## config.mk

```make
export PLATFORM = sky130hd
export DESIGN_NAME = scs_clock_select
export DESIGN_NICKNAME = d
export VERILOG_FILES = /design/src/core/scs_pkg.sv /design/src/core/scs_clock_select.sv
export SDC_FILE = /design/constraint.sdc
export NUM_CORES = 1
export LEC_CHECK = 0
export BUFFER_PORTS_ARGS = -buffer_cell sky130_fd_sc_hd__buf_2
export CAP_MARGIN = 20
export CELL_PAD_IN_SITES_DETAIL_PLACEMENT = 1
export CELL_PAD_IN_SITES_GLOBAL_PLACEMENT = 2
export CORE_UTILIZATION = 34
export CTS_BUF_LIST = sky130_fd_sc_hd__clkbuf_8
export DETAILED_ROUTE_END_ITERATION = 8
export HOLD_SLACK_MARGIN = 0.08
export PLACE_DENSITY_LB_ADDON = 0.2
export SLEW_MARGIN = 15
export SYNTH_ARGS = -nofsm -noshare
export SYNTH_HDL_FRONTEND = slang
export SYNTH_SLANG_ARGS = --single-unit
```

## constraint.sdc

```tcl
create_clock -name mclk -period 3.1 [get_ports mclk]
set_clock_uncertainty 0.1 [all_clocks]
set_input_delay 0.465 -clock mclk [delete_from_list [all_inputs] [get_ports mclk]]
set_output_delay 0.465 -clock mclk [all_outputs]
set_load 0.02 [all_outputs]
```

## src/core/scs_pkg.sv

```systemverilog
package scs_pkg;
  // word addresses on the cpu i/o port
  localparam logic [15:0] ADDR_IDLE_CONTROL = 16'h0001;
  localparam logic [15:0] ADDR_IDLE_STATUS = 16'h0002;
  localparam logic [15:0] ADDR_PCG_1 = 16'h1c02;
  localparam logic [15:0] ADDR_PCG_2 = 16'h1c03;
  localparam logic [15:0] ADDR_SOFT_RST_CNT = 16'h1c04;
  localparam logic [15:0] ADDR_RST_CTRL = 16'h1c05;
  localparam logic [15:0] ADDR_PLL_MULT = 16'h1c20;
  localparam logic [15:0] ADDR_PLL_CTRL = 16'h1c21;
  localparam logic [15:0] ADDR_BOOT_STATUS = 16'h1c22;
  localparam logic [15:0] ADDR_EMIF_DIV = 16'h1c26;
  localparam logic [15:0] ADDR_USB_SYS_CTRL = 16'h1c32;
  localparam logic [15:0] ADDR_CLK_STOP = 16'h1c3a;
  localparam logic [15:0] ADDR_RTC_FIRST = 16'h1900;
  localparam logic [15:0] ADDR_RTC_LAST = 16'h197f;

  // reset values: a set gate bit means that peripheral clock is off
  localparam logic [15:0] RST_PCG = 16'hffff;
  localparam logic [15:0] RST_IDLE_CONTROL = 16'h0000;
  localparam logic [15:0] RST_SOFT_RST_CNT = 16'h0008;
  localparam logic [15:0] RST_EMIF_DIV = 16'h0001;
  localparam logic [15:0] RST_USB_SYS_CTRL = 16'h0000;
  localparam logic [15:0] RST_ZERO = 16'h0000;

  // pll control register fields
  localparam int PLL_CTRL_BYPASS_BIT = 0;
  localparam int PLL_CTRL_POWER_BIT = 1;
  // clock stop register: requests low byte, acknowledges high byte
  localparam int CLK_STOP_REQ_LSB = 0;
  localparam int CLK_STOP_ACK_LSB = 8;

  // pll multiplier settings used at boot
  localparam int MULT_W = 11;
  localparam logic [MULT_W-1:0] MULT_RESET = 11'h001;
  localparam logic [MULT_W-1:0] MULT_RTC_BOOT = 11'h177; // 375 x 32.768 kHz
  localparam logic [MULT_W-1:0] MULT_RTC_USB = 11'h465; // 1125 x 32.768 kHz
  localparam logic [MULT_W-1:0] MULT_EXT_USB = 11'h003; // 3 x ext ref

  // settling wait
  localparam int CLK_PERIOD_NS = 4;
  localparam int SETTLE_MS = 200;
  localparam int SETTLE_CYCLES = SETTLE_MS * 1000000 / CLK_PERIOD_NS;

  typedef enum logic [2:0] {
    SCS_BOOT_PROGRAM,
    SCS_BOOT_PROBE,
    SCS_BOOT_USB,
    SCS_BOOT_SETTLE,
    SCS_BOOT_RUN
  } scs_boot_state_t;

  typedef struct packed {
    logic [MULT_W-1:0] mult;
    logic bypass;
    logic powered;
  } scs_pll_cfg_t;
endpackage : scs_pkg

```

## src/core/scs_clock_select.sv

```systemverilog
// Behaviour
// - reference is ext pin or rtc, by strap
// - programmable pll multiplier drives system clock
// - strap low: multiply rtc by 375
// - strap high: bypass generator, use ext pin
// - usb boot attempt programs about 36 mhz
// - rtc off: rtc register range inaccessible
// - after boot software may reprogram clocks
// - wait 200 ms settling before running code
// - gating and reset registers at fixed addresses
// - reset gates all clocks; counter-driven peripheral resets
`timescale 1ns/100ps
module scs_clock_select #(
  parameter int SETTLE_CYCLES = scs_pkg::SETTLE_CYCLES,
  parameter int RST_CNT_W = 16
) (
  input wire logic mclk, // 250 mhz system clock
  input wire logic srst, // synchronous reset, active high
  input wire logic clk_sel_pin, // reference select strap
  input wire logic rtc_osc_ok, // rtc oscillator running
  input wire logic boot_usb_try, // firmware is trying usb boot
  input wire logic boot_load_done, // pulse: image loaded
  input wire logic [15:0] idle_state_in, // idle state of domains
  input wire logic [7:0] clk_stop_ack, // peripheral stop acknowledges
  input wire logic [15:0] io_addr, // cpu i/o word address
  input wire logic io_rd, // read strobe
  input wire logic io_wr, // write strobe
  input wire logic [15:0] io_wdata, // write data
  output logic [15:0] io_rdata, // read data
  output logic io_ack, // pulse: access done
  output logic rtc_sel, // pulse: forwarded rtc access
  output logic ref_sel_ext, // 1: ext_ref_clock_in, 0: rtc osc
  output scs_pkg::scs_pll_cfg_t pll_cfg, // clock generator setting
  output logic code_run_ok, // settling elapsed
  output logic [31:0] periph_clk_gate, // 1: clock gated off
  output logic [15:0] periph_rst, // peripheral resets held
  output logic [15:0] idle_control, // idle domain requests
  output logic [15:0] ext_mem_clock_divider, // emif clock divider
  output logic [15:0] usb_system_control, // usb system control
  output logic [7:0] clk_stop_req // peripheral stop requests
);
  // pins crossing in from the board
  logic strap_s1, strap_s2, rtc_s1, rtc_s2;
  logic strap_ext;

  scs_pkg::scs_boot_state_t state, next_state;
  logic [31:0] settle_cnt;
  logic [15:0] soft_rst_cnt;
  logic [15:0] rst_ctrl;
  logic [RST_CNT_W-1:0] rst_timer;
  logic rst_busy;

  always_ff @(posedge mclk) begin
    strap_s1 <= clk_sel_pin;
    strap_s2 <= strap_s1;
    rtc_s1 <= rtc_osc_ok;
    rtc_s2 <= rtc_s1;
  end

  // latched only while reset is held, so the source never switches in service
  always_ff @(posedge mclk) begin
    if (srst) begin
      strap_ext <= strap_s2;
    end
  end

  // address decode
  wire in_rtc = (io_addr >= scs_pkg::ADDR_RTC_FIRST) && (io_addr <= scs_pkg::ADDR_RTC_LAST);
  wire wr_idle = io_wr && (io_addr == scs_pkg::ADDR_IDLE_CONTROL);
  wire wr_pcg1 = io_wr && (io_addr == scs_pkg::ADDR_PCG_1);
  wire wr_pcg2 = io_wr && (io_addr == scs_pkg::ADDR_PCG_2);
  wire wr_srcnt = io_wr && (io_addr == scs_pkg::ADDR_SOFT_RST_CNT);
  wire wr_rctrl = io_wr && (io_addr == scs_pkg::ADDR_RST_CTRL);
  wire wr_emif = io_wr && (io_addr == scs_pkg::ADDR_EMIF_DIV);
  wire wr_usb = io_wr && (io_addr == scs_pkg::ADDR_USB_SYS_CTRL);
  wire wr_stop = io_wr && (io_addr == scs_pkg::ADDR_CLK_STOP);
  // generator locked until boot is over so boot config cannot move the clock
  wire sw_clk_ok = (state == scs_pkg::SCS_BOOT_RUN);
  wire wr_mult = io_wr && sw_clk_ok && (io_addr == scs_pkg::ADDR_PLL_MULT);
  wire wr_pctl = io_wr && sw_clk_ok && (io_addr == scs_pkg::ADDR_PLL_CTRL);
  wire rtc_open = rtc_s2 && in_rtc;

  // boot clock sequencer
  always_comb begin
    next_state = state;
    case (state)
      scs_pkg::SCS_BOOT_PROGRAM: next_state = scs_pkg::SCS_BOOT_PROBE;
      scs_pkg::SCS_BOOT_PROBE: begin
        if (boot_load_done) begin
          next_state = scs_pkg::SCS_BOOT_SETTLE;
        end else if (boot_usb_try) begin
          next_state = scs_pkg::SCS_BOOT_USB;
        end
      end
      scs_pkg::SCS_BOOT_USB: begin
        if (boot_load_done) begin
          next_state = scs_pkg::SCS_BOOT_SETTLE;
        end
      end
      scs_pkg::SCS_BOOT_SETTLE: begin
        if (settle_cnt == 32'(SETTLE_CYCLES - 1)) begin
          next_state = scs_pkg::SCS_BOOT_RUN;
        end
      end
      scs_pkg::SCS_BOOT_RUN: next_state = scs_pkg::SCS_BOOT_RUN;
      default: next_state = scs_pkg::SCS_BOOT_PROGRAM;
    endcase
  end

  always_ff @(posedge mclk) begin
    if (srst) begin
      state <= scs_pkg::SCS_BOOT_PROGRAM;
      settle_cnt <= '0;
      code_run_ok <= 1'b0;
    end else begin
      state <= next_state;
      if (state == scs_pkg::SCS_BOOT_SETTLE) begin
        settle_cnt <= settle_cnt + 32'd1;
      end
      code_run_ok <= (next_state == scs_pkg::SCS_BOOT_RUN);
    end
  end

  // reference select and generator programming
  always_ff @(posedge mclk) begin
    if (srst) begin
      ref_sel_ext <= 1'b0;
      pll_cfg.mult <= scs_pkg::MULT_RESET;
      pll_cfg.bypass <= 1'b1; // generator starts bypassed
      pll_cfg.powered <= 1'b0;
    end else begin
      ref_sel_ext <= strap_ext;
      if (state == scs_pkg::SCS_BOOT_PROGRAM) begin
        if (strap_ext) begin
          pll_cfg.bypass <= 1'b1;
          pll_cfg.powered <= 1'b0;
        end else begin
          pll_cfg.mult <= scs_pkg::MULT_RTC_BOOT;
          pll_cfg.bypass <= 1'b0;
          pll_cfg.powered <= 1'b1;
        end
      end else if (state == scs_pkg::SCS_BOOT_PROBE && next_state == scs_pkg::SCS_BOOT_USB) begin
        // about 36 mhz from either reference
        pll_cfg.mult <= strap_ext ? scs_pkg::MULT_EXT_USB : scs_pkg::MULT_RTC_USB;
        pll_cfg.bypass <= 1'b0;
        pll_cfg.powered <= 1'b1;
      end else begin
        if (wr_mult) begin
          pll_cfg.mult <= io_wdata[scs_pkg::MULT_W-1:0];
        end
        if (wr_pctl) begin
          pll_cfg.bypass <= io_wdata[scs_pkg::PLL_CTRL_BYPASS_BIT];
          pll_cfg.powered <= io_wdata[scs_pkg::PLL_CTRL_POWER_BIT];
        end
      end
    end
  end

  // plain system registers
  always_ff @(posedge mclk) begin
    if (srst) begin
      periph_clk_gate <= {scs_pkg::RST_PCG, scs_pkg::RST_PCG};
      idle_control <= scs_pkg::RST_IDLE_CONTROL;
      ext_mem_clock_divider <= scs_pkg::RST_EMIF_DIV;
      usb_system_control <= scs_pkg::RST_USB_SYS_CTRL;
      clk_stop_req <= '0;
      soft_rst_cnt <= scs_pkg::RST_SOFT_RST_CNT;
    end else begin
      if (wr_pcg1) begin
        periph_clk_gate[15:0] <= io_wdata;
      end
      if (wr_pcg2) begin
        periph_clk_gate[31:16] <= io_wdata;
      end
      if (wr_idle) begin
        idle_control <= io_wdata;
      end
      if (wr_emif) begin
        ext_mem_clock_divider <= io_wdata;
      end
      if (wr_usb) begin
        usb_system_control <= io_wdata;
      end
      if (wr_stop) begin
        clk_stop_req <= io_wdata[scs_pkg::CLK_STOP_REQ_LSB +: 8];
      end
      if (wr_srcnt) begin
        soft_rst_cnt <= io_wdata;
      end
    end
  end

  // peripheral resets: control bits hold their resets for the counted
  // number of cycles plus two, then clear themselves; a write while busy is merged
  always_ff @(posedge mclk) begin
    if (srst) begin
      rst_ctrl <= '0;
      rst_timer <= '0;
      rst_busy <= 1'b0;
      periph_rst <= '0;
    end else begin
      if (wr_rctrl && io_wdata != 16'h0000) begin
        rst_ctrl <= rst_ctrl | io_wdata;
        rst_timer <= soft_rst_cnt[RST_CNT_W-1:0];
        rst_busy <= 1'b1;
      end else if (rst_busy) begin
        if (rst_timer == '0) begin
          rst_ctrl <= '0;
          rst_busy <= 1'b0;
        end else begin
          rst_timer <= rst_timer - 1'b1;
        end
      end
      periph_rst <= (wr_rctrl ? (rst_ctrl | io_wdata) : rst_ctrl);
    end
  end

  // read side; unmapped and locked-out rtc words read as zero
  logic [15:0] rd_mux;
  always_comb begin
    case (io_addr)
      scs_pkg::ADDR_IDLE_CONTROL: rd_mux = idle_control;
      scs_pkg::ADDR_IDLE_STATUS: rd_mux = idle_state_in;
      scs_pkg::ADDR_PCG_1: rd_mux = periph_clk_gate[15:0];
      scs_pkg::ADDR_PCG_2: rd_mux = periph_clk_gate[31:16];
      scs_pkg::ADDR_SOFT_RST_CNT: rd_mux = soft_rst_cnt;
      scs_pkg::ADDR_RST_CTRL: rd_mux = rst_ctrl;
      scs_pkg::ADDR_PLL_MULT: rd_mux = 16'(pll_cfg.mult);
      scs_pkg::ADDR_PLL_CTRL: rd_mux = {14'h0000, pll_cfg.powered, pll_cfg.bypass};
      scs_pkg::ADDR_BOOT_STATUS: rd_mux = {13'h0000, rtc_s2, code_run_ok, ref_sel_ext};
      scs_pkg::ADDR_EMIF_DIV: rd_mux = ext_mem_clock_divider;
      scs_pkg::ADDR_USB_SYS_CTRL: rd_mux = usb_system_control;
      scs_pkg::ADDR_CLK_STOP: rd_mux = {clk_stop_ack, clk_stop_req};
      default: rd_mux = scs_pkg::RST_ZERO;
    endcase
  end

  always_ff @(posedge mclk) begin
    if (srst) begin
      io_rdata <= '0;
      io_ack <= 1'b0;
      rtc_sel <= 1'b0;
    end else begin
      io_ack <= io_rd || io_wr;
      io_rdata <= io_rd ? rd_mux : 16'h0000;
      rtc_sel <= (io_rd || io_wr) && rtc_open;
    end
  end
endmodule : scs_clock_select

```

* After elaboration in Yosys (flattened, before gate mapping)
Index checks and enable logic that the tools add are counted. W data, S select, Z words.
Storage, ports and cells: register bits 226, input bits 64
Operators by class: $add $sub $neg 2, $lt $le $gt $ge 2, equal/unequal tests 21, multiplexer cells 23, bitwise gates (word level) 2, reductions and logical operators 28
Operators with widths (number):
- $pmux W16 S12 | 1
- $eq A16 B13 Y1 const B | 10
- $mux W16 | 7
- $mux W11 | 3
- $add A32 B1 Y32 const B | 1
- $eq A32 B26 Y1 const B | 1
- $mux W13 | 2
- $eq A16 B1 Y1 const B | 1
- $eq A16 B2 Y1 const B | 1
- $ge A16 B13 Y1 const B | 1
- $le A16 B13 Y1 const B | 1
- $logic_and A1 B1 Y1 | 16
- $logic_not A16 Y1 | 1
- $or A16 B16 Y16 | 1
- $reduce_bool A16 Y1 | 1
- $sub A16 B1 Y16 const B | 1
- $pmux W3 S5 | 1
- $mux W3 | 4
- $eq A3 B2 Y1 const B | 3
- $eq A3 B3 Y1 const B | 2
- $reduce_and A2 Y1 | 3
- $reduce_bool A3 Y1 | 2
- $mux W2 | 2
- $ne A2 B2 Y1 const B | 2
- 7 further kinds | 10

* Logic depth before layout (Yosys ltp)
Gate-level depths: netlist of run 1.
word-level depth 7, gate-level depth with buffers 9, mapped depth without buffers 8

* Least setup slack after synthesis of run 1
Ideal clock, no wire load.
kind input to register, start input io_addr[4], end register pll_cfg[12] (netlist bit), library setup time 0.142 ns, arrival time 2.228 ns, data required time 2.858 ns, setup slack 0.630 ns, stages on the path 7, buffers on the path 1, cell sequence or4b_1 -> buf_2 -> or4_4 -> nor3_4 -> nor3b_1 -> a211oi_1 -> a211oi_1
Between the ends: longest elaborated chain between the ends 4
Ends and longest elaborated chain:
- start: declaration | line scs_clock_select.sv:25 | input wire logic [15:0] io_addr,
- $eq A16 B13 Y1 | line scs_clock_select.sv:79 | wire wr_mult = io_wr && sw_clk_ok && (io_addr == scs_pkg::ADDR_PLL_MULT);
- $logic_and A1 B1 Y1 | line scs_clock_select.sv:79
- $reduce_bool A3 Y1 (no line)
- $reduce_and A2 Y1 (no line)
- end: declaration | line scs_clock_select.sv:33 | output scs_pkg::scs_pll_cfg_t pll_cfg,
Every way passes these cells. A chain may end at the register's enable or synchronous reset.

* Worst setup path after layout of run 1
start register settle_cnt[0], end register settle_cnt[30]
Between the ends: longest elaborated chain between the ends 1
Ends and longest elaborated chain:
- start: declaration | line scs_clock_select.sv:47 | logic [31:0] settle_cnt;
- start signal: assignment | line scs_clock_select.sv:118 | settle_cnt <= settle_cnt + 32'd1;
- $add A32 B1 Y32 | line scs_clock_select.sv:118
Every way passes these cells.

==> summary.md, run 1 <==
| Metric | Value |
|---|---|
| R2r setup slk | 0.56 ns |
| Largest net degree at the start of global routing | 86 |
| Clock slew at the register clock pins of the worst setup and hold paths | 0.06 ns |
| WL/cell | 21.6 um |
| Sink Count | 226 |
| Initial Util | 35.0% |
| # IOs | 201 |
| First-pass GRT wire length | 56900 um |
| Commonest non-fill, non-tap cell in the layout | dfxtp_1 |
| Critical path, cell by cell | ha_1, nand3_1, or3_1, or4_1, nor3_1, xnor2_1, nor2_1 |
| Distinct cells, synth | 63 |
| Ys async rst share | 0% |
| Hold_sp | idle_state_in[1] |
| CP max-delay cell | or4_1 |
| Nets@finish | 1420 |
| Most frequent cells in the layout | dfxtp_1, buf_2, nand2_1 |
| Clk Latency, worst-skew pair | 0.55 ns |
| Most frequently used flop master after synthesis | dfxtp_1 |
| Avg Cell Area, Syn | 8.60 sq um |
| Post-DP HPWL | 27700 um |
| Worst setup margin | 0.560 ns |
| Core area | 0.0282 sq mm |
| Post-synth EDFFs | 1 |
| RSZ-0062 raised after global routing | no |
| Final Cycle Share | 81.9% |
| Clock tree buffer depth | 3 |
| Post-Synth Adder-Cell Area | 0.254% |
| Post-Route WL | 37900 um |
| Worst-Margin Slew | 0.757 ns |
| Cts hold-fix bufs | 2 |
| Synth top area cells | dfxtp_1, nand2_1, a21oi_1 |
| All-Layer GR Usage | 25.5% |
| Compound-Gate Fraction of Synth Area | 18.5% |
| Clock share of power | 46.2% |
| Die area | 0.0297 sq mm |
| Sum Neg Setup Slack | 0 ns |
| M1 GR Usage | 35.0% |
| Run status | finished clean |
| CP required | 3.42 ns |
| Largest family of logic cells by synthesized area | simple AND/OR/NAND/NOR gates |
| Gpl congestion | 0.859 |
| DR vias | 9655 |
| Switch Pwr | 1560 uW |
| GRT Residual Overflow | 0 |
| Initial DRC Count | 683 |
| Slew margin rel. | 49.6% |
| Post-CTS Setup Repair Bufs | 0 |
| Final hold vios | 0 |
| Reg-to-Reg Start | settle_cnt[0] |
| Pwr dens | 507 mW/mm^2 |
| Max Cap Violations | 0 |
| Register area share after synthesis | 46.0% |
| Met2 Usage GRT | 40.3% |
| Worst Setup Path Type | flop to flop |
| Buf/Inv on CP | 0 |
| Lkg Pwr | 0.00461 uW |
| Syn_nets | 1213 |
| DRC | 0 |
| Setup WS pre-CTS | 0.221 ns |
| Worst hold path type | primary input to flop |
| Synth area leader | dfxtp_1 |
| Die X | 172 um |
| Clk root buf | clkbuf_8 |
| CTS tree | built |
| Synth Warn # | 0 |
| CP peak stage delay | 0.68 ns |
| Share of layout cells above drive strength 1 | 26.0% |
| H-tree levels | 2 |
| Final Core Density | 43.3% |
| Gate count after technology mapping | 1147 |
| Max Fanout on Critical Path | 7 |
| Simple-Gate Fraction of Synth Area | 25.9% |
| Initial antenna violation count | 1 |
| Gr busiest metal | met2 |
| Crit-path leading delay family | simple AND/OR/NAND/NOR gates |
| Mapped cell area | 0.00987 sq mm |
| Vias per cell | 5.49 |
| Hold Path End | io_rdata[1] |
| Rows | 61 |
| XOR/XNOR share of the synthesized area | 3.20% |
| Ant. Diodes | 0 |
| Hold path depth | 3 |
| Final slew viol count | 0 |
| Met3 Usage GRT | 4.21% |
| Die H | 172 um |
| Yosys reg bits | 226 |
| Net Sw Frac | 25.2% |
| End of the worst register-to-register path | settle_cnt[30] |
| Critical Path End Type | flop |
| Arrival time at the worst endpoint | 2.86 ns |
| Worst VDD drop | 327 uV |
| Setup Viol. Count Final | 0 |
| Max Fclk | 394 MHz |
| Area Overhead vs Synth | 23.7% |
| Drt pass-1 iters | 5 |
| Min cycle time layout | 2.54 ns |
| Sequential fraction of design power | 48.0% |
| Comb pwr share | 5.8% |
| Num CTS Buffers | 41 |
| Vias in the first global route | 9514 |
| Remaining antenna violation count after routing | 0 |
| Synth top area share | 45.7% |
| PortBufs | 200 |
| Worst R2R Path Depth | 7 |
| Multiplexer share of the synthesized area | 2.24% |
| Worst setup SP type | flop |
| # resized after CTS | 0 |
| Internal power | 4630 uW |
==> stage by stage <==
| step | total power (uW) | cells | hold slack [ns] | cell area [sq um] |
|---|---|---|---|---|
| floorplan | 3220 | 1147 | 0.210 | 9870 |
| global placement | 3380 | 1687 | 0.211 | 11400 |
| detailed placement | 3390 | 1687 | 0.215 | 11400 |
| CTS | 6250 | 1759 | 0.0853 | 12200 |
| global route | 6410 | 1759 | 0.0960 | 12200 |
| finish | 6180 | 1759 | 0.106 | 12200 |
==> cell type report <==
cell class                      count  area, sq um
Inverter                            7         26.3
Clock inverter                     18          101
Clock buffer                       52          716
Timing Repair Buffer              247         1400
Fill cell                        3441        16000
Multi-Input combinational cell    831         4950
Sequential cell                   226         4530
Tap cell                          378          473
==> routing by layer <==
metal / vias up / wire, um
met1: 4707 / 17500
met2: 351 / 17000
met4: 0 / 982
met5: - / 0
li1: 4535 / -
met3: 62 / 2440
==> state kept, by name (all words and copies together), names as in the netlist, 3 cells and up <==
| register | count |
|---|---|
| periph_clk_gate | 32 |
| settle_cnt | 32 |
| ext_mem_clock_divider | 16 |
| idle_control | 16 |
| io_rdata | 16 |
| periph_rst | 16 |
| rst_ctrl | 16 |
| rst_timer | 16 |
| soft_rst_cnt | 16 |
| usb_system_control | 16 |
| pll_cfg | 13 |
| clk_stop_req | 8 |
| state | 3 |
==> cells in the mapped netlist, types with 6 or more instances <==
cell type and number:
dfxtp_1 225, nand2_1 164, a21oi_1 107, nor2_1 95, clkbuf_1 57, nand3_1 47
nor3_1 41, nor2b_1 39, a211o_1 33, a22oi_1 33, and3_1 19, a211oi_1 18
nor4_1 18, xnor2_1 18, xor2_1 18, mux2_2 17, a31oi_1 15, buf_2 15
or3_1 15, a222oi_1 14, nand4_1 13, o21ai_0 12, a21oi_2 9, buf_4 9
nand2_2 9, a22o_1 7, inv_1 7, a221oi_1 6
==> worst reg2reg max path, delay by kind of cell, from the launching register on <==
kind                       cells  cell delay (ns)
xor gates and xnor gates       1             0.15
adders and majority gates      1             0.22
DFF                            1             0.38
and+or+nand+nor                5             1.57
==> kinds of logic after synthesis <==
group                    after synthesis
adder cells (fa/ha/maj)                2
AND/OR/NAND/NOR                      504
flip-flops                           226
buffers and inverters                 90
AO/OA/AOI/OAI                        269
multiplexers                          20
XOR/XNOR                              36
==> worst max-delay path by stage <==
| stage | depth (start not counted) | startpoint | to | slack [ns] |
|---|---|---|---|---|
| after global routing | 6 | rst_timer[4] | rst_timer[5] | 0.32 |
| after floorplan | 7 | io_addr[4] | pll_cfg[12] | 0.63 |
| after detailed placement | 6 | io_wdata[11] | rst_ctrl[9] | 0.22 |
| final | 7 | settle_cnt[0] | settle_cnt[30] | 0.56 |
| after global placement | 6 | io_wdata[11] | rst_ctrl[15] | 0.23 |
| after CTS | 7 | settle_cnt[0] | settle_cnt[30] | 0.53 |
==> power by group through the flow <==
stage / logic (uW) / registers, uW / clock network (uW)
after global placement: 353 / 3030 / 0
after floorplan: 182 / 3030 / 0
after global routing: 388 / 2970 / 3050
final: 361 / 2970 / 2860
after detailed placement: 356 / 3030 / 0
after CTS: 359 / 2970 / 2920
Power figures use the tool's default switching activity.
==> run 2: changes to the inputs <==
==> constraint.sdc (replaced) <==
create_clock -name mclk -period 2.5 [get_ports mclk]
set_clock_uncertainty 0.1 [all_clocks]
set_input_delay 0.375 -clock mclk [delete_from_list [all_inputs] [get_ports mclk]]
set_output_delay 0.375 -clock mclk [all_outputs]
set_load 0.02 [all_outputs]
==> run 2 against run 1 <==
  * Sequential share of layout area shrank 1.8 points
  * Hold slack gained 0.0046 ns
  * First-iteration DRC count grew 9.7%
  * Final area grew 5.0%
  * Clock power grew 28%
  * Combinational power grew 36%
  * Largest power group unchanged
==> summary.md, run 2 (same netlist as run 1, synthesis figures left out) <==
| Metric | Value |
|---|---|
| Run status | finished clean |
| Slew margin rel. | 59.2% (+9.7 points) |
| GRT Residual Overflow | 0 (unchanged) |
| Post-Route WL | 38600 um (+1.9%) |
| Min cycle time layout | 2.38 ns |
| Critical Path Sink | io_rdata[3] |
| Top Registers | periph_clk_gate: 32 flops, settle_cnt: 32 flops |
| Worst VDD drop | 331 uV (+1.5%) |
| Clk Latency, worst-skew pair | 0.56 ns (about the same) |
| Worst hold path type | primary input to flop |
| Arrival time at the worst endpoint | 2.75 ns (-0.11 ns) |
| Critical Path End Type | flop |
| Drt pass-1 iters | 7 (+2) |
| Fillers | 3394 (-1.4%) |
| Worst setup SP type | primary input |
| Worst R2R Path Depth | 6 (-1) |
| Hold WS | 0.111 ns (+0.00464 ns) |
| PortBufs | 200 (unchanged) |
| Core area | 0.0282 sq mm (unchanged) |
| Area Overhead vs Synth | 29.9% |
| Num CTS Buffers | 43 (+4.9%) |
| CP peak stage delay | 0.58 ns (-0.10 ns) |
| Lkg Pwr | 0.00491 uW (+6.6%) |
| CP max-delay cell | or4_4 |
| Final Cycle Share | 95.3% |
| First-pass GRT wire length | 57500 um (+1.1%) |
| Critical path startpoint | io_addr[10] |
| Vias in the first global route | 9730 (+2.3%) |
| Sequential fraction of design power | 46.9% (-1.1 points) |
| Final slew viol count | 0 (unchanged) |
| Rows | 61 (unchanged) |
| Die X | 172 um (unchanged) |
| Max Cap Violations | 0 (unchanged) |
| All-Layer GR Usage | 25.8% (+0.25 points) |
| R2r setup slk | 0.16 ns (-0.40 ns) |
| Reg-to-Reg Start | settle_cnt[0] |
| Critical path, cell by cell | dlygate4sd3_1, buf_2, or3b_1, or4_4, nor2_4, a22oi_1, and3_1, a21oi_1 |
| Pwr Total | 7840 uW (+27%) |
| Clock slew at the register clock pins of the worst setup and hold paths | 0.05 ns (about the same) |
| Clock share of power | 46.8% (+0.6 points) |
| CP required | 2.87 ns (-0.55 ns) |
| Clock tree buffer depth | 3 (unchanged) |
| H-tree levels | 2 (unchanged) |
| Most frequent cells in the layout | dfxtp_1, buf_2, nand2_1 |
| Sink Count | 226 (unchanged) |
| CTS tree | built |
| Gpl congestion | 0.856 (-0.37%) |
| Setup Viol. Count Final | 0 (unchanged) |
| Initial DRC Count | 749 (+9.7%) |
| Sum Neg Setup Slack | 0 ns (unchanged) |
| Die area | 0.0297 sq mm (unchanged) |
| Max Fanout on Critical Path | 8 (+1) |
| Net Sw Frac | 25.0% (-0.17 points) |
| Comb pwr share | 6.3% (+0.5 points) |
| Internal power | 5880 uW (+27%) |
| Max Fclk | 420 MHz |
| Commonest non-fill, non-tap cell in the layout | dfxtp_1 |
| Largest net degree at the start of global routing | 64 (-26%) |
| Nets@finish | 1475 (+3.9%) |
| Initial antenna violation count | 2 (+1) |
| Pwr dens | 612 mW/mm^2 (+21%) |
| Post-DP HPWL | 28400 um (+2.5%) |
| Clk root buf | clkbuf_8 |
| DR vias | 9946 (+3.0%) |
| WL/cell | 21.3 um (-1.4%) |
| Die H | 172 um (unchanged) |
| # IOs | 201 (unchanged) |
| Worst-Margin Slew | 0.606 ns (-0.151 ns) |
| DRC | 0 (unchanged) |
| Share of layout cells above drive strength 1 | 28.5% (+2.5 points) |
| End of the worst register-to-register path | settle_cnt[24] |
| Remaining antenna violation count after routing | 0 (unchanged) |
| Initial Util | 35.0% (unchanged) |
| Final Core Density | 45.5% (+2.2 points) |
| Switch Pwr | 1960 uW (+26%) |
| Final hold vios | 0 (unchanged) |
| Worst Setup Path Type | primary input to flop |
| Vias per cell | 5.47 (-0.27%) |
-- run 2: cell types whose count changed in the layout (fill, tap and decap cells not counted), sizes merged --
cell         previous run  this run
dlygate4sd3             2        16
clkbuf                 52        55
diode                   0         1
buf                   245       284
clkinv                  3         4
-- run 2: worst min path at each step --
stage	start	end	slack [ns]	cells after the start
floorplan	rtc_s1	rtc_s2	0.21	0
global placement	rtc_s1	rtc_s2	0.21	0
CTS	idle_state_in[11]	io_rdata[11]	0.08	3
global route	idle_state_in[12]	io_rdata[12]	0.12	3
finish	idle_state_in[11]	io_rdata[11]	0.11	3
detailed placement	rtc_s1	rtc_s2	0.22	0
-- run 2: power groups by stage --
| stage | logic, uW | clock network [uW] | registers, uW |
|---|---|---|---|
| floorplan | 226 | 0 | 3760 |
| global placement | 463 | 0 | 3750 |
| detailed placement | 466 | 0 | 3750 |
| CTS | 487 | 3760 | 3680 |
| global route | 528 | 3930 | 3680 |
| finish | 491 | 3670 | 3680 |
-- run 2: stage by stage --
| stage | std cells | cell area, sq um | setup WS, ns |
|---|---|---|---|
| detailed placement | 1723 | 11700 | -0.0231 |
| floorplan | 1147 | 9870 | 0.120 |
| global placement | 1723 | 11700 | 0.0211 |
| finish | 1817 | 12800 | 0.117 |
| CTS | 1813 | 12800 | 0.0549 |
| global route | 1816 | 12800 | -0.000150 |
-- run 2: repair_timing --
item,in CTS,in global routing
hold endpoints to repair,15,0
buffers inserted,0,3
gates resized for setup,0,7
setup endpoints to repair,0,26
hold buffers,16,0
-- run 2: routing by layer --
layer  track usage (%)  vias up  routed length (um)
met2              41.1      371               17600
met4              8.96        2                1050
met3              4.90       69                2720
met1              34.6     4861               17300
met5                 0        -                   9
li1                  -     4643                   -
-- run 2: layout make-up --
type / count / area [sq um] / share of cell area [%]
diodes: 1 / 2.50 / 0.0195
clock buffers: 55 / 757 / 5.90
clock inverters: 19 / 111 / 0.869
inverters: 7 / 26.3 / 0.205
multi-input cells: 831 / 4980 / 38.8
flip-flops and latches: 226 / 4540 / 35.4
well taps: 378 / 473 / 3.69
repair buffers: 300 / 1940 / 15.1
-- run 2: worst max-delay path, delay by kind of cell --
family	cells	cell delay [ns]
and+or+nand+nor	4	1.47
AOI/OAI and AO/OA	2	0.26
buffers and inverters	2	0.65
